`src/logic/cmp_ref_delay_pkg.sv`:
```
// Shared constants and types for the comparator reference and pulse-delay control block.
package cmp_ref_delay_pkg;

    localparam int ADDR_W = 3;
    localparam int DATA_W = 32;

    // Word addresses of the registers.
    localparam logic [2:0] ADDR_REF_CTRL   = 3'h0;
    localparam logic [2:0] ADDR_MEAS_FIRST = 3'h1;
    localparam logic [2:0] ADDR_MEAS_SECND = 3'h2;
    localparam logic [2:0] ADDR_MEAS_CURR  = 3'h3;
    localparam logic [2:0] ADDR_STATUS     = 3'h4;

    localparam logic [7:0]  REF_CTRL_RESET   = 8'h00;
    localparam logic [15:0] MEAS_FIRST_RESET = 16'h0000;
    localparam logic [15:0] MEAS_SECND_RESET = 16'h0000;
    localparam logic [7:0]  MEAS_CURR_RESET  = 8'h00;

    // Bit positions in the first measurement control register.
    localparam int BIT_MODULE_EN    = 15;
    localparam int BIT_STOP_IDLE    = 13;
    localparam int BIT_DELAY_GEN    = 12;
    localparam int BIT_EDGE_PASS    = 11;
    localparam int BIT_EDGE_ORDER   = 10;
    localparam int BIT_DISCHARGE    = 9;
    localparam int BIT_TRIG_OUT     = 8;
    localparam logic [15:0] MEAS_FIRST_MASK = 16'hBF00;

    // Edge configuration fields in the second register: edge 1 high byte, edge 2 low byte.
    localparam int EDGE1_LSB = 9;
    localparam int EDGE2_LSB = 1;
    localparam logic [15:0] MEAS_SECND_MASK = 16'hFEFE;

    // Status bits.
    localparam int ST_EDGE1 = 0;
    localparam int ST_EDGE2 = 1;
    localparam int ST_CHARGING = 2;
    localparam int ST_DISCHARGE = 3;

    // Edge source codes: 0..12 external pins, 13..15 comparators 1..3, 16..19 internal sources.
    localparam int N_EXT = 13;
    localparam int N_CMP = 3;
    localparam int N_INT = 4;
    localparam int N_SRC = N_EXT + N_CMP + N_INT;
    localparam logic [4:0] SEL_CMP2 = 5'h0E;

    typedef struct packed {
        logic       ladder_power_on;
        logic       ref_pin_drive;
        logic       ref_source_sel;
        logic [4:0] ref_level_code;
    } ref_ctrl_type;

    typedef struct packed {
        logic       edge_mode;
        logic       edge_pol;
        logic [4:0] edge_sel;
        logic       spare;
    } edge_cfg_type;

    typedef enum logic [1:0] {
        SEQ_IDLE     = 2'b00,
        SEQ_CHARGING = 2'b01,
        SEQ_DONE     = 2'b10
    } seq_state_type;

endpackage

```
`src/logic/cmp_reference_and_pulse_delay_ctrl.sv`:
```
// Register bank and edge sequencer for the comparator reference ladder and pulse-delay unit.
//
// Implementation choices: the register addresses and the Avalon-MM slave port.
module cmp_reference_and_pulse_delay_ctrl (
    input  wire logic                                     MCLK,
    input  wire logic                                     RSTN,
    input  wire logic [cmp_ref_delay_pkg::ADDR_W-1:0]     AVS_ADDRESS,
    input  wire logic                                     AVS_READ,
    input  wire logic                                     AVS_WRITE,
    input  wire logic [cmp_ref_delay_pkg::DATA_W-1:0]     AVS_WRITEDATA,
    input  wire logic [3:0]                               AVS_BYTEENABLE,
    output logic      [cmp_ref_delay_pkg::DATA_W-1:0]     AVS_READDATA,
    output logic                                          AVS_WAITREQUEST,
    input  wire logic [cmp_ref_delay_pkg::N_EXT-1:0]      EXT_EDGE_INPUT,
    input  wire logic [cmp_ref_delay_pkg::N_CMP-1:0]      CMP_OUT,
    input  wire logic [cmp_ref_delay_pkg::N_INT-1:0]      INT_EDGE_SRC,
    output logic                                          LADDER_POWER_ON,
    output logic                                          REF_PIN_DRIVE,
    output logic                                          REF_SOURCE_SEL,
    output logic      [4:0]                               REF_LEVEL_CODE,
    output logic                                          CUR_TO_CMP2_B_IN,
    output logic                                          CUR_SRC_CHARGE,
    output logic                                          CUR_SRC_GROUND,
    output logic                                          DELAY_PULSE_OUT,
    output logic                                          MEAS_PULSE_OUT,
    output logic                                          TRIG_OUT,
    output logic      [1:0]                               CUR_RANGE,
    output logic      [5:0]                               CUR_TRIM
);

    localparam int NS = cmp_ref_delay_pkg::N_SRC;

    // Edge event for one configured channel: level mode fires while the level is active.
    function automatic logic edge_hit(input logic [NS-1:0] cur,
                                      input logic [NS-1:0] prev,
                                      input cmp_ref_delay_pkg::edge_cfg_type cfg);
        logic now_lvl;
        logic old_lvl;
        now_lvl = 1'b0;
        old_lvl = 1'b0;
        if (int'(cfg.edge_sel) < NS) begin
            now_lvl = cur[cfg.edge_sel] ~^ cfg.edge_pol;
            old_lvl = prev[cfg.edge_sel] ~^ cfg.edge_pol;
        end
        edge_hit = cfg.edge_mode ? (now_lvl & ~old_lvl) : now_lvl;
    endfunction

    // Register group.
    cmp_ref_delay_pkg::ref_ctrl_type ref_ctrl;
    cmp_ref_delay_pkg::ref_ctrl_type next_ref_ctrl;
    logic [15:0]                     meas_first;
    logic [15:0]                     next_meas_first;
    logic [15:0]                     meas_secnd;
    logic [15:0]                     next_meas_secnd;
    logic [7:0]                      meas_curr;
    logic [7:0]                      next_meas_curr;

    // Bus group.
    logic [cmp_ref_delay_pkg::DATA_W-1:0] next_readdata;
    logic                                 next_waitrequest;
    logic                                 access;
    logic                                 wr_access;

    // Input synchroniser group.
    logic [NS-1:0] sync_a;
    logic [NS-1:0] sync_b;
    logic [NS-1:0] src_prev;

    // Sequencer group.
    cmp_ref_delay_pkg::seq_state_type seq;
    cmp_ref_delay_pkg::seq_state_type next_seq;
    logic                             edge1_seen;
    logic                             next_edge1_seen;
    logic                             edge2_seen;
    logic                             next_edge2_seen;
    logic                             auto_ground;
    logic                             next_auto_ground;

    // Output group.
    logic next_cur_to_cmp2;
    logic next_charge;
    logic next_ground;
    logic next_delay_pulse;
    logic next_meas_pulse;
    logic next_trig;

    cmp_ref_delay_pkg::edge_cfg_type edge1_cfg;
    cmp_ref_delay_pkg::edge_cfg_type edge2_cfg;
    logic module_en;
    logic delay_mode;
    logic edge1_ev;
    logic edge2_ev;
    logic stop_ev;

    assign access    = (AVS_READ | AVS_WRITE) & ~AVS_WAITREQUEST;
    assign wr_access = AVS_WRITE & ~AVS_WAITREQUEST;
    assign edge1_cfg = meas_secnd[cmp_ref_delay_pkg::EDGE1_LSB-1 +: 8];
    assign edge2_cfg = meas_secnd[cmp_ref_delay_pkg::EDGE2_LSB-1 +: 8];
    assign module_en = meas_first[cmp_ref_delay_pkg::BIT_MODULE_EN];
    assign delay_mode = module_en & meas_first[cmp_ref_delay_pkg::BIT_DELAY_GEN];

    // Registers: writes land on the edge where waitrequest is sampled low.
    always_comb begin
        next_ref_ctrl   = ref_ctrl;
        next_meas_first = meas_first;
        next_meas_secnd = meas_secnd;
        next_meas_curr  = meas_curr;
        if (wr_access && AVS_BYTEENABLE[0]) begin
            unique case (AVS_ADDRESS)
                cmp_ref_delay_pkg::ADDR_REF_CTRL: begin
                    next_ref_ctrl = AVS_WRITEDATA[7:0];
                end
                cmp_ref_delay_pkg::ADDR_MEAS_SECND: begin
                    next_meas_secnd[7:0] = AVS_WRITEDATA[7:0]
                                           & cmp_ref_delay_pkg::MEAS_SECND_MASK[7:0];
                end
                cmp_ref_delay_pkg::ADDR_MEAS_CURR: begin
                    next_meas_curr = AVS_WRITEDATA[7:0];
                end
                default: begin
                end
            endcase
        end
        // The byte above bit 7 of the reference register is never stored.
        if (wr_access && AVS_BYTEENABLE[1]) begin
            unique case (AVS_ADDRESS)
                cmp_ref_delay_pkg::ADDR_MEAS_FIRST: begin
                    next_meas_first[15:8] = AVS_WRITEDATA[15:8]
                                            & cmp_ref_delay_pkg::MEAS_FIRST_MASK[15:8];
                end
                cmp_ref_delay_pkg::ADDR_MEAS_SECND: begin
                    next_meas_secnd[15:8] = AVS_WRITEDATA[15:8]
                                            & cmp_ref_delay_pkg::MEAS_SECND_MASK[15:8];
                end
                default: begin
                end
            endcase
        end
    end

    always_ff @(posedge MCLK or negedge RSTN) begin
        if (!RSTN) begin
            ref_ctrl   <= cmp_ref_delay_pkg::REF_CTRL_RESET;
            meas_first <= cmp_ref_delay_pkg::MEAS_FIRST_RESET;
            meas_secnd <= cmp_ref_delay_pkg::MEAS_SECND_RESET;
            meas_curr  <= cmp_ref_delay_pkg::MEAS_CURR_RESET;
        end else begin
            ref_ctrl   <= next_ref_ctrl;
            meas_first <= next_meas_first;
            meas_secnd <= next_meas_secnd;
            meas_curr  <= next_meas_curr;
        end
    end

    // Bus slave: one wait cycle per access, then data and a single low waitrequest.
    always_comb begin
        next_readdata    = AVS_READDATA;
        next_waitrequest = 1'b1;
        if ((AVS_READ || AVS_WRITE) && AVS_WAITREQUEST) begin
            next_waitrequest = 1'b0;
            next_readdata    = '0;
            if (AVS_READ) begin
                unique case (AVS_ADDRESS)
                    cmp_ref_delay_pkg::ADDR_REF_CTRL: begin
                        next_readdata[7:0] = ref_ctrl;
                    end
                    cmp_ref_delay_pkg::ADDR_MEAS_FIRST: begin
                        next_readdata[15:0] = meas_first;
                    end
                    cmp_ref_delay_pkg::ADDR_MEAS_SECND: begin
                        next_readdata[15:0] = meas_secnd;
                    end
                    cmp_ref_delay_pkg::ADDR_MEAS_CURR: begin
                        next_readdata[7:0] = meas_curr;
                    end
                    cmp_ref_delay_pkg::ADDR_STATUS: begin
                        next_readdata[cmp_ref_delay_pkg::ST_EDGE1]     = edge1_seen;
                        next_readdata[cmp_ref_delay_pkg::ST_EDGE2]     = edge2_seen;
                        next_readdata[cmp_ref_delay_pkg::ST_CHARGING]  = CUR_SRC_CHARGE;
                        next_readdata[cmp_ref_delay_pkg::ST_DISCHARGE] = CUR_SRC_GROUND;
                    end
                    default: begin
                    end
                endcase
            end
        end
    end

    always_ff @(posedge MCLK or negedge RSTN) begin
        if (!RSTN) begin
            AVS_READDATA    <= '0;
            AVS_WAITREQUEST <= 1'b1;
        end else begin
            AVS_READDATA    <= next_readdata;
            AVS_WAITREQUEST <= next_waitrequest;
        end
    end

    // Pins and comparator outputs are asynchronous; only sync_b and later are read.
    always_ff @(posedge MCLK or negedge RSTN) begin
        if (!RSTN) begin
            sync_a   <= '0;
            sync_b   <= '0;
            src_prev <= '0;
        end else begin
            sync_a   <= {INT_EDGE_SRC, CMP_OUT, EXT_EDGE_INPUT};
            sync_b   <= sync_a;
            src_prev <= sync_b;
        end
    end

    // Edges reach the sequencer only with the module on and edges unblocked.
    always_comb begin
        edge1_ev = module_en && meas_first[cmp_ref_delay_pkg::BIT_EDGE_PASS]
                   && edge_hit(sync_b, src_prev, edge1_cfg);
        edge2_ev = module_en && meas_first[cmp_ref_delay_pkg::BIT_EDGE_PASS]
                   && edge_hit(sync_b, src_prev, edge2_cfg);
        if (meas_first[cmp_ref_delay_pkg::BIT_EDGE_ORDER] && !edge1_seen && !edge1_ev) begin
            edge2_ev = 1'b0;
        end
        // In delay mode the stop is the comparator 2 trip chosen as edge 2.
        stop_ev = edge2_ev && (!delay_mode
                               || edge2_cfg.edge_sel == cmp_ref_delay_pkg::SEL_CMP2);
    end

    // Sequencer. The two edge status bits are cleared by writing zero; a same-cycle hardware set wins.
    always_comb begin
        next_seq         = seq;
        next_edge1_seen  = edge1_seen;
        next_edge2_seen  = edge2_seen;
        next_auto_ground = auto_ground;
        if (wr_access && AVS_BYTEENABLE[0] && AVS_ADDRESS == cmp_ref_delay_pkg::ADDR_STATUS) begin
            next_edge1_seen = edge1_seen & AVS_WRITEDATA[cmp_ref_delay_pkg::ST_EDGE1];
            next_edge2_seen = edge2_seen & AVS_WRITEDATA[cmp_ref_delay_pkg::ST_EDGE2];
            if (!next_edge1_seen && !next_edge2_seen) begin
                next_seq = cmp_ref_delay_pkg::SEQ_IDLE;
            end
        end
        unique case (seq)
            cmp_ref_delay_pkg::SEQ_IDLE: begin
                next_edge2_seen = next_edge2_seen | (edge2_ev & ~edge1_ev);
                if (edge1_ev) begin
                    next_edge1_seen  = 1'b1;
                    next_auto_ground = 1'b0;
                    next_seq         = cmp_ref_delay_pkg::SEQ_CHARGING;
                end
            end
            cmp_ref_delay_pkg::SEQ_CHARGING: begin
                if (stop_ev) begin
                    next_edge2_seen  = 1'b1;
                    next_auto_ground = delay_mode;
                    next_seq         = cmp_ref_delay_pkg::SEQ_DONE;
                end
            end
            cmp_ref_delay_pkg::SEQ_DONE: begin
                // Delay mode rearms on the next start edge without software help.
                if (delay_mode && edge1_ev) begin
                    next_edge1_seen  = 1'b1;
                    next_edge2_seen  = 1'b0;
                    next_auto_ground = 1'b0;
                    next_seq         = cmp_ref_delay_pkg::SEQ_CHARGING;
                end
            end
            default: begin
                next_seq = cmp_ref_delay_pkg::SEQ_IDLE;
            end
        endcase
        if (!module_en) begin
            next_seq         = cmp_ref_delay_pkg::SEQ_IDLE;
            next_auto_ground = 1'b0;
        end
    end

    always_ff @(posedge MCLK or negedge RSTN) begin
        if (!RSTN) begin
            seq         <= cmp_ref_delay_pkg::SEQ_IDLE;
            edge1_seen  <= 1'b0;
            edge2_seen  <= 1'b0;
            auto_ground <= 1'b0;
        end else begin
            seq         <= next_seq;
            edge1_seen  <= next_edge1_seen;
            edge2_seen  <= next_edge2_seen;
            auto_ground <= next_auto_ground;
        end
    end

    // The pulse width is set by the analog trip; the clock only quantises it to one period.
    always_comb begin
        next_cur_to_cmp2 = delay_mode;
        next_charge      = (next_seq == cmp_ref_delay_pkg::SEQ_CHARGING);
        next_ground      = meas_first[cmp_ref_delay_pkg::BIT_DISCHARGE] | next_auto_ground;
        next_delay_pulse = delay_mode && next_charge;
        next_meas_pulse  = !delay_mode && next_charge;
        next_trig        = module_en && meas_first[cmp_ref_delay_pkg::BIT_TRIG_OUT] && next_charge;
    end

    always_ff @(posedge MCLK or negedge RSTN) begin
        if (!RSTN) begin
            CUR_TO_CMP2_B_IN <= 1'b0;
            CUR_SRC_CHARGE   <= 1'b0;
            CUR_SRC_GROUND   <= 1'b0;
            DELAY_PULSE_OUT  <= 1'b0;
            MEAS_PULSE_OUT   <= 1'b0;
            TRIG_OUT         <= 1'b0;
        end else begin
            CUR_TO_CMP2_B_IN <= next_cur_to_cmp2;
            CUR_SRC_CHARGE   <= next_charge;
            CUR_SRC_GROUND   <= next_ground;
            DELAY_PULSE_OUT  <= next_delay_pulse;
            MEAS_PULSE_OUT   <= next_meas_pulse;
            TRIG_OUT         <= next_trig;
        end
    end

    // Software must allow the ladder to settle after changing these.
    assign LADDER_POWER_ON = ref_ctrl.ladder_power_on;
    assign REF_PIN_DRIVE   = ref_ctrl.ref_pin_drive;
    assign REF_SOURCE_SEL  = ref_ctrl.ref_source_sel;
    assign REF_LEVEL_CODE  = ref_ctrl.ref_level_code;
    assign CUR_RANGE       = meas_curr[1:0];
    assign CUR_TRIM        = meas_curr[7:2];

endmodule

```
`config.mk`:
```
export PLATFORM = sky130hd
export DESIGN_NAME = cmp_reference_and_pulse_delay_ctrl
export DESIGN_NICKNAME = d
export VERILOG_FILES = /design/src/logic/cmp_ref_delay_pkg.sv /design/src/logic/cmp_reference_and_pulse_delay_ctrl.sv
export SDC_FILE = /design/constraint.sdc
export NUM_CORES = 1
export LEC_CHECK = 0
export BUFFER_PORTS_ARGS = -buffer_cell sky130_fd_sc_hd__buf_2
export CAP_MARGIN = 20
export CORE_ASPECT_RATIO = 1.5
export CORE_UTILIZATION = 30
export DETAILED_ROUTE_END_ITERATION = 7
export PLACE_DENSITY = 0.6
export SYNTH_ARGS = -nofsm -noshare
export SYNTH_HDL_FRONTEND = slang
export SYNTH_SLANG_ARGS = --single-unit
```
`constraint.sdc`:
```
create_clock -name MCLK -period 3.7 [get_ports MCLK]
set_input_delay 0.74 -clock MCLK [delete_from_list [all_inputs] [get_ports MCLK]]
set_output_delay 0.74 -clock MCLK [all_outputs]
set_load 0.01 [all_outputs]
```
==> results_dict.tcl, run 1 <==
set metrics [dict create \
    worstPathRequired_ns 3.96 \
    ys_types 53 \
    async_flop_share 1.00 \
    crit_path_start_kind "register" \
    p_leak_nw 3.05 \
    slew_headroom 0.484 \
    drv_slew 0 \
    crit_type "register to register" \
    endpoint_kind "register" \
    die_area_um2 18100 \
    path_cells "mux4_1, mux2i_1, o221ai_1, xor2_1, o41a_1, nor3_1, o21ai_0" \
    nNetsFinal 545 \
    status "completed" \
    htreeDepth 4 \
    syn2layout_area_growth_pct 23.7 \
    power_density_nw_per_um2 628 \
    overflow 0 \
    maxCapViolCount 0 \
    path_depth 7 \
    io_pins 118 \
    die_y_um 164 \
    num_rows 59 \
    totalNegativeSetupSlack_ns 0 \
    period_share 0.860 \
    setup_viol 0 \
    hold-path-cell-count 0 \
    routed_wl_um 11900 \
    hpwl_um 8810 \
    crit_fanout 12 \
    yosysWarnings 0 \
    ant_nets 0 \
    netlist_instances 389 \
    final_cell_area_um2 6530 \
    cts_hold_buf 0 \
    dr.pass1.iters 7 \
    grt_pass1_vias 3562 \
    gp_congestion 0.881 \
    postCtsSetupRepairBufs 0 \
    synth-main-ff-cell "dfrtp_1" \
    clk_pin_slew_ns 0.06 \
    synth_edf_count 0 \
    place_area_um2 5890 \
    core_area_um2 17300 \
    fin_skew_ns 0.0116 \
    grt_pass1_wl_um 19000 \
    ys_seq_area_frac 0.593 \
    cts_buffers 17 \
    clock_sinks 125 \
    drtIter0Drc 217 \
    routed_via_density 5.00 \
    syn_area_per_cell_um2 13.6 \
    critPathArrivalTime_ns 3.45 \
    antenna_cells 0 \
    syn-cell-area_um2 5280 \
    yosysTopAreaCellShare 0.588 \
    hold_viol 0 \
    worst_pin_slew_ns 0.775 \
    ys_top_cells_by_area "dfrtp_1, mux2_2, mux4_1, mux2i_1, buf_4" \
    cts.repair.resized 0 \
    clk_path_buf_depth 2 \
    drc 0 \
    slowest_delay_ns 0.73 \
    avgRoutedWirePerCell_um 16.8 \
    rsz0062_at_grt "no" \
    clk_latency_ns 0.41 \
    synth-seq-cells 125 \
    cts-root-buf "clkbuf_16" \
    synth_top_cell_by_area "dfrtp_1" \
    grt_start_max_net_pins 67 \
    cp_num_buf_inv 0 \
    grt_util_all_layers 0.141 \
    min_path_type "register to register" \
    irDropWorstVdd_mv 0.253 \
    ff2ff_path_depth 7 \
    start_util 0.306 \
    cts_tree "built" \
    antenna_found_initial 0 \
    cp_slowest_cell "dfrtp_1" \
    min_period_ns 3.18 \
    max_freq_mhz 314 \
    vias 3538 \
    drive_gt1_frac 0.349 \
    dieWidth_um 110 \
    cp_top_family "multiplexers" \
    io_buffers 83 \
]
==> logic make-up (layout without fill, tap and decap cells) <==
group | Yosys count | after routing | synth area share
other cells | 1 | 16 | 0.000710
xor+xnor | 1 | 1 | 0.00166
compound gates | 69 | 69 | 0.0988
flops | 125 | 125 | 0.593
mux | 73 | 73 | 0.187
buf+inv | 45 | 136 | 0.0457
simple gates | 75 | 75 | 0.0737
==> Yosys cell counts, drive strengths merged (6+ instances only) <==
master  number
mux2        43
o21ai       16
a222oi       6
nor2b        9
nor2         6
nand3        8
buf         22
dfrtp      124
a22oi       11
nand2       26
mux2i       17
inv         16
clkbuf       7
a22o         7
mux4        13
==> state kept, by name (all words and copies together) (netlist names), 2 cells and up <==
| name | cells |
|---|---|
| src_prev | 20 |
| sync_a | 20 |
| sync_b | 20 |
| AVS_READDATA | 16 |
| meas_secnd | 14 |
| meas_curr | 8 |
| meas_first | 7 |
| REF_LEVEL_CODE | 5 |
| seq | 2 |
==> metal layers <==
layer	wire, um	share of wire	global-route usage	vias to the layer above
met5	0	0	0	-
met4	319	0.027	0.0628	0
met3	578	0.049	0.0351	19
met2	6420	0.54	0.246	125
met1	4600	0.39	0.158	1785
li1	-	-	-	1609
==> layout by cell type, fill, tap and decap left out, types with 5 or more instances in the layout <==
| cell | netlist | layout |
|---|---|---|
| nand3_1 | 8 | 8 |
| mux4_1 | 10 | 10 |
| inv_1 | 16 | 16 |
| nand2_1 | 26 | 26 |
| a222oi_1 | 6 | 6 |
| buf_2 | 4 | 82 |
| and2_1 | 5 | 5 |
| o21ai_0 | 15 | 15 |
| a22o_1 | 6 | 6 |
| conb_1 | 1 | 16 |
| buf_4 | 16 | 5 |
| a22oi_1 | 11 | 11 |
| nor2b_1 | 9 | 9 |
| mux2_2 | 43 | 43 |
| clkbuf_16 | 0 | 17 |
| nor2_1 | 6 | 6 |
| dfrtp_1 | 124 | 124 |
| mux2i_1 | 17 | 17 |
| nand4_1 | 5 | 5 |
==> path summary, 6_finish.rpt <==
| path | start | end | slack [ns] |
|---|---|---|---|
| max in group asynchronous | RSTN | sync_b[19]$_DFF_PN0_ | 2.49 |
| setup reg to reg | meas_secnd[9]$_DFFE_PN0P_ | CUR_SRC_CHARGE$_DFF_PN0_ | 0.52 |
| hold reg to reg | sync_a[13]$_DFF_PN0_ | sync_b[13]$_DFF_PN0_ | 0.35 |
| setup / recovery | meas_secnd[9]$_DFFE_PN0P_ | CUR_SRC_CHARGE$_DFF_PN0_ | 0.52 |
| min in group asynchronous | RSTN | REF_PIN_DRIVE$_DFFE_PN0P_ | 0.39 |
| hold / removal | sync_a[13]$_DFF_PN0_ | sync_b[13]$_DFF_PN0_ | 0.35 |
==> worst reg2reg max path: cells and delay by family (launching register included) <==
| family | cells | cell delay, ns |
|---|---|---|
| AO/OA/AOI/OAI | 3 | 0.75 |
| XOR/XNOR | 1 | 0.19 |
| flip-flops | 1 | 0.73 |
| multiplexers | 2 | 0.90 |
| AND/OR/NAND/NOR | 1 | 0.46 |
==> metrics by stage <==
stage	util	setup slack (ns)	hold WS, ns	cells	power (mW)
2_1_floorplan	-	1.12	0.331	404	2.11
3_3_place_gp	0.341	0.571	0.336	676	2.33
3_5_place_dp	0.341	0.500	0.335	676	2.35
4_1_cts	0.378	0.495	0.347	708	4.14
5_1_grt	0.378	0.289	0.359	708	4.29
6_report	0.378	0.518	0.345	708	4.10
==> final cells by class <==
class	count	area [um^2]
clock inverters	12	185
clock buffers	20	457
repair buffers	88	468
inverters	16	60.1
fillers	1677	10700
multi-input cells	234	1960
well taps	213	267
flip-flops and latches	125	3130
==> report_power, final <==
group / leakage [nW] / switching (mW) / internal (mW) / total (mW)
clock network: 0.311 / 0.607 / 1.17 / 1.78
logic: 1.18 / 0.297 / 0.317 / 0.614
registers: 1.55 / 0.189 / 1.52 / 1.71
Power figures use the tool's default switching activity.
==> run 2: changes to the inputs <==
- clock period: 3.7 -> 3 ns (I/O delays scaled with it)
==> run 2 against run 1 <==
Effect of this change: sequential power grew 23%; worst hold slack lost 0.061 ns; design area grew 0.67%; die area is the same; routed wire length grew 0.72%; non-clock buffer count grew 8; count of clock-buffer cells in the layout is the same; largest power group is now registers; maximum frequency grew 11%; critical path type unchanged.
==> results_dict.tcl, run 2 (synthesis results as in run 1) <==
set metrics [dict create \
    status "completed" \
    worstPathRequired_ns 3.29 \
    rsz0062_at_grt "no" \
    worst_pin_slew_ns 0.823 \
    slew_headroom 0.451 \
    routed_via_density 4.95 \
    reg_top3 "src_prev: 20 flops, sync_a: 20 flops, sync_b: 20 flops" \
    cts_buffers 17 \
    holdWs_ns 0.284 \
    drive_gt1_frac 0.364 \
    post-route-util 0.381 \
    fin_skew_ns 0.0227 \
    p_leak_nw 3.08 \
    cts_hold_buf 0 \
    met1Wirelength_um 4590 \
    core_area_um2 17300 \
    dieWidth_um 110 \
    hold_viol 0 \
    grt_util_all_layers 0.144 \
    die_area_um2 18100 \
    clk_latency_ns 0.41 \
    min_path_type "input port to async pin" \
    grt_pass1_wl_um 19500 \
    critPathArrivalTime_ns 3.17 \
    syn2layout_area_growth_pct 24.5 \
    io_pins 118 \
    ant_nets 0 \
    hpwl_um 8880 \
    final_common_cell "dfrtp_1" \
    routed.top_layer "met4" \
    crit_path_start_kind "register" \
    mostFrequentLayoutCells "dfrtp_1, buf_2, mux2_2, nand2_1" \
    crit_fanout 9 \
    totalNegativeSetupSlack_ns 0 \
    io_buffers 83 \
    drv_slew 0 \
    maxCapViolCount 0 \
    irDropWorstVdd_mv 0.325 \
    htreeDepth 4 \
    max_freq_mhz 347 \
    crit_type "register to register" \
    antenna_found_initial 0 \
    slowest_delay_ns 0.59 \
    min_period_ns 2.88 \
    power_density_nw_per_um2 761 \
    clk_path_buf_depth 2 \
    postCtsSetupRepairBufs 0 \
    nNetsFinal 553 \
    drc 0 \
    num_rows 59 \
    start_util 0.306 \
    gp_congestion 0.831 \
    grt_start_max_net_pins 64 \
    cp_slowest_cell "mux4_1" \
    drtIter0Drc 200 \
    nFillCells 1681 \
    grt_pass1_vias 3775 \
    vias 3543 \
    cts_tree "built" \
    cts-root-buf "clkbuf_16" \
    dr.pass1.iters 7 \
    path_cells "buf_4, mux4_1, nand4_1, o311ai_1, o41a_1, o31a_1, a221o_1" \
    route.met3.wl_um 528 \
    period_share 0.959 \
    clock_sinks 125 \
    routed_wl_um 12000 \
    wl_met2_um 6590 \
    clk_pin_slew_ns 0.06 \
    die_y_um 164 \
    setup_viol 0 \
    overflow 0 \
    avgRoutedWirePerCell_um 16.8 \
    endpoint_kind "register" \
    antenna_cells 0 \
]
==> run 2: changes by cell type in the layout (fill, tap and decap cells not counted) <==
cell | previous run | this run
a2111oi_0 | 2 | 0
bufinv_16 | 4 | 3
buf_4 | 5 | 13
a2111oi_1 | 0 | 1
clkinv_2 | 1 | 2
clkinv_4 | 4 | 3
dfrtp_2 | 0 | 1
dfrtp_1 | 124 | 123
a2111oi_2 | 0 | 1
inv_6 | 2 | 3
==> run 2: power by group <==
group | switching (mW) | internal (mW)
Clock | 0.738 | 1.36
Combinational | 0.387 | 0.418
Sequential | 0.222 | 1.88
==> run 2: repair_timing <==
| item | CTS | global route |
|---|---|---|
| setup endpoints to repair | 2 | 2 |
| gates resized for setup | 1 | 3 |
| endpoints found under the hold margin | 0 | 0 |
==> run 2: worst paths after layout <==
kind | startpoint | to | slack [ns] | depth (start not counted)
worst min-delay path | RSTN | REF_LEVEL_CODE[1]$_DFFE_PN0P_ | 0.28 | 1
worst min register to register | sync_a[10]$_DFF_PN0_ | sync_b[10]$_DFF_PN0_ | 0.35 | 0
worst max-delay path | meas_secnd[9]$_DFFE_PN0P_ | CUR_SRC_GROUND$_DFF_PN0_ | 0.12 | 7
min in group MCLK | INT_EDGE_SRC[1] | sync_a[17]$_DFF_PN0_ | 0.30 | 1
worst max register to register | meas_secnd[9]$_DFFE_PN0P_ | CUR_SRC_GROUND$_DFF_PN0_ | 0.12 | 7
max in group asynchronous | RSTN | sync_b[12]$_DFF_PN0_ | 1.91 | 2
==> run 2: cell type report <==
class	instances	area (um^2)	share of cell area
clock buffer	20	457	0.0695
clock inverter	12	160	0.0244
inverter	16	60.1	0.00914
multi-input combinational	234	1970	0.300
sequential	125	3130	0.476
tap	213	267	0.0405
timing repair buffer	96	528	0.0803
==> run 2: stage by stage <==
stage	setup slack (ns)	cells	total power, mW	cell area (um^2)
after global routing	0.00437	716	5.24	6570
after global placement	0.0398	684	2.91	5950
after CTS	0.0675	716	5.06	6570
after detailed placement	-0.0366	684	2.93	5950
final	0.122	716	5.00	6570
after floorplan	0.417	404	2.60	5340
==> run 2: critical path: cells and delay by family (launching register included) <==
kind	cells	cell delay, ns
buffers and inverters	1	0.20
and+or+nand+nor	1	0.13
DFF	1	0.52
AOI/OAI and AO/OA	4	1.32
muxes	1	0.59
==> run 2: per-layer routing <==
layer / track usage / vias up
met5: 0 / -
met4: 0.0760 / 0
met3: 0.0328 / 20
met2: 0.250 / 124
met1: 0.161 / 1775
li1: - / 1624
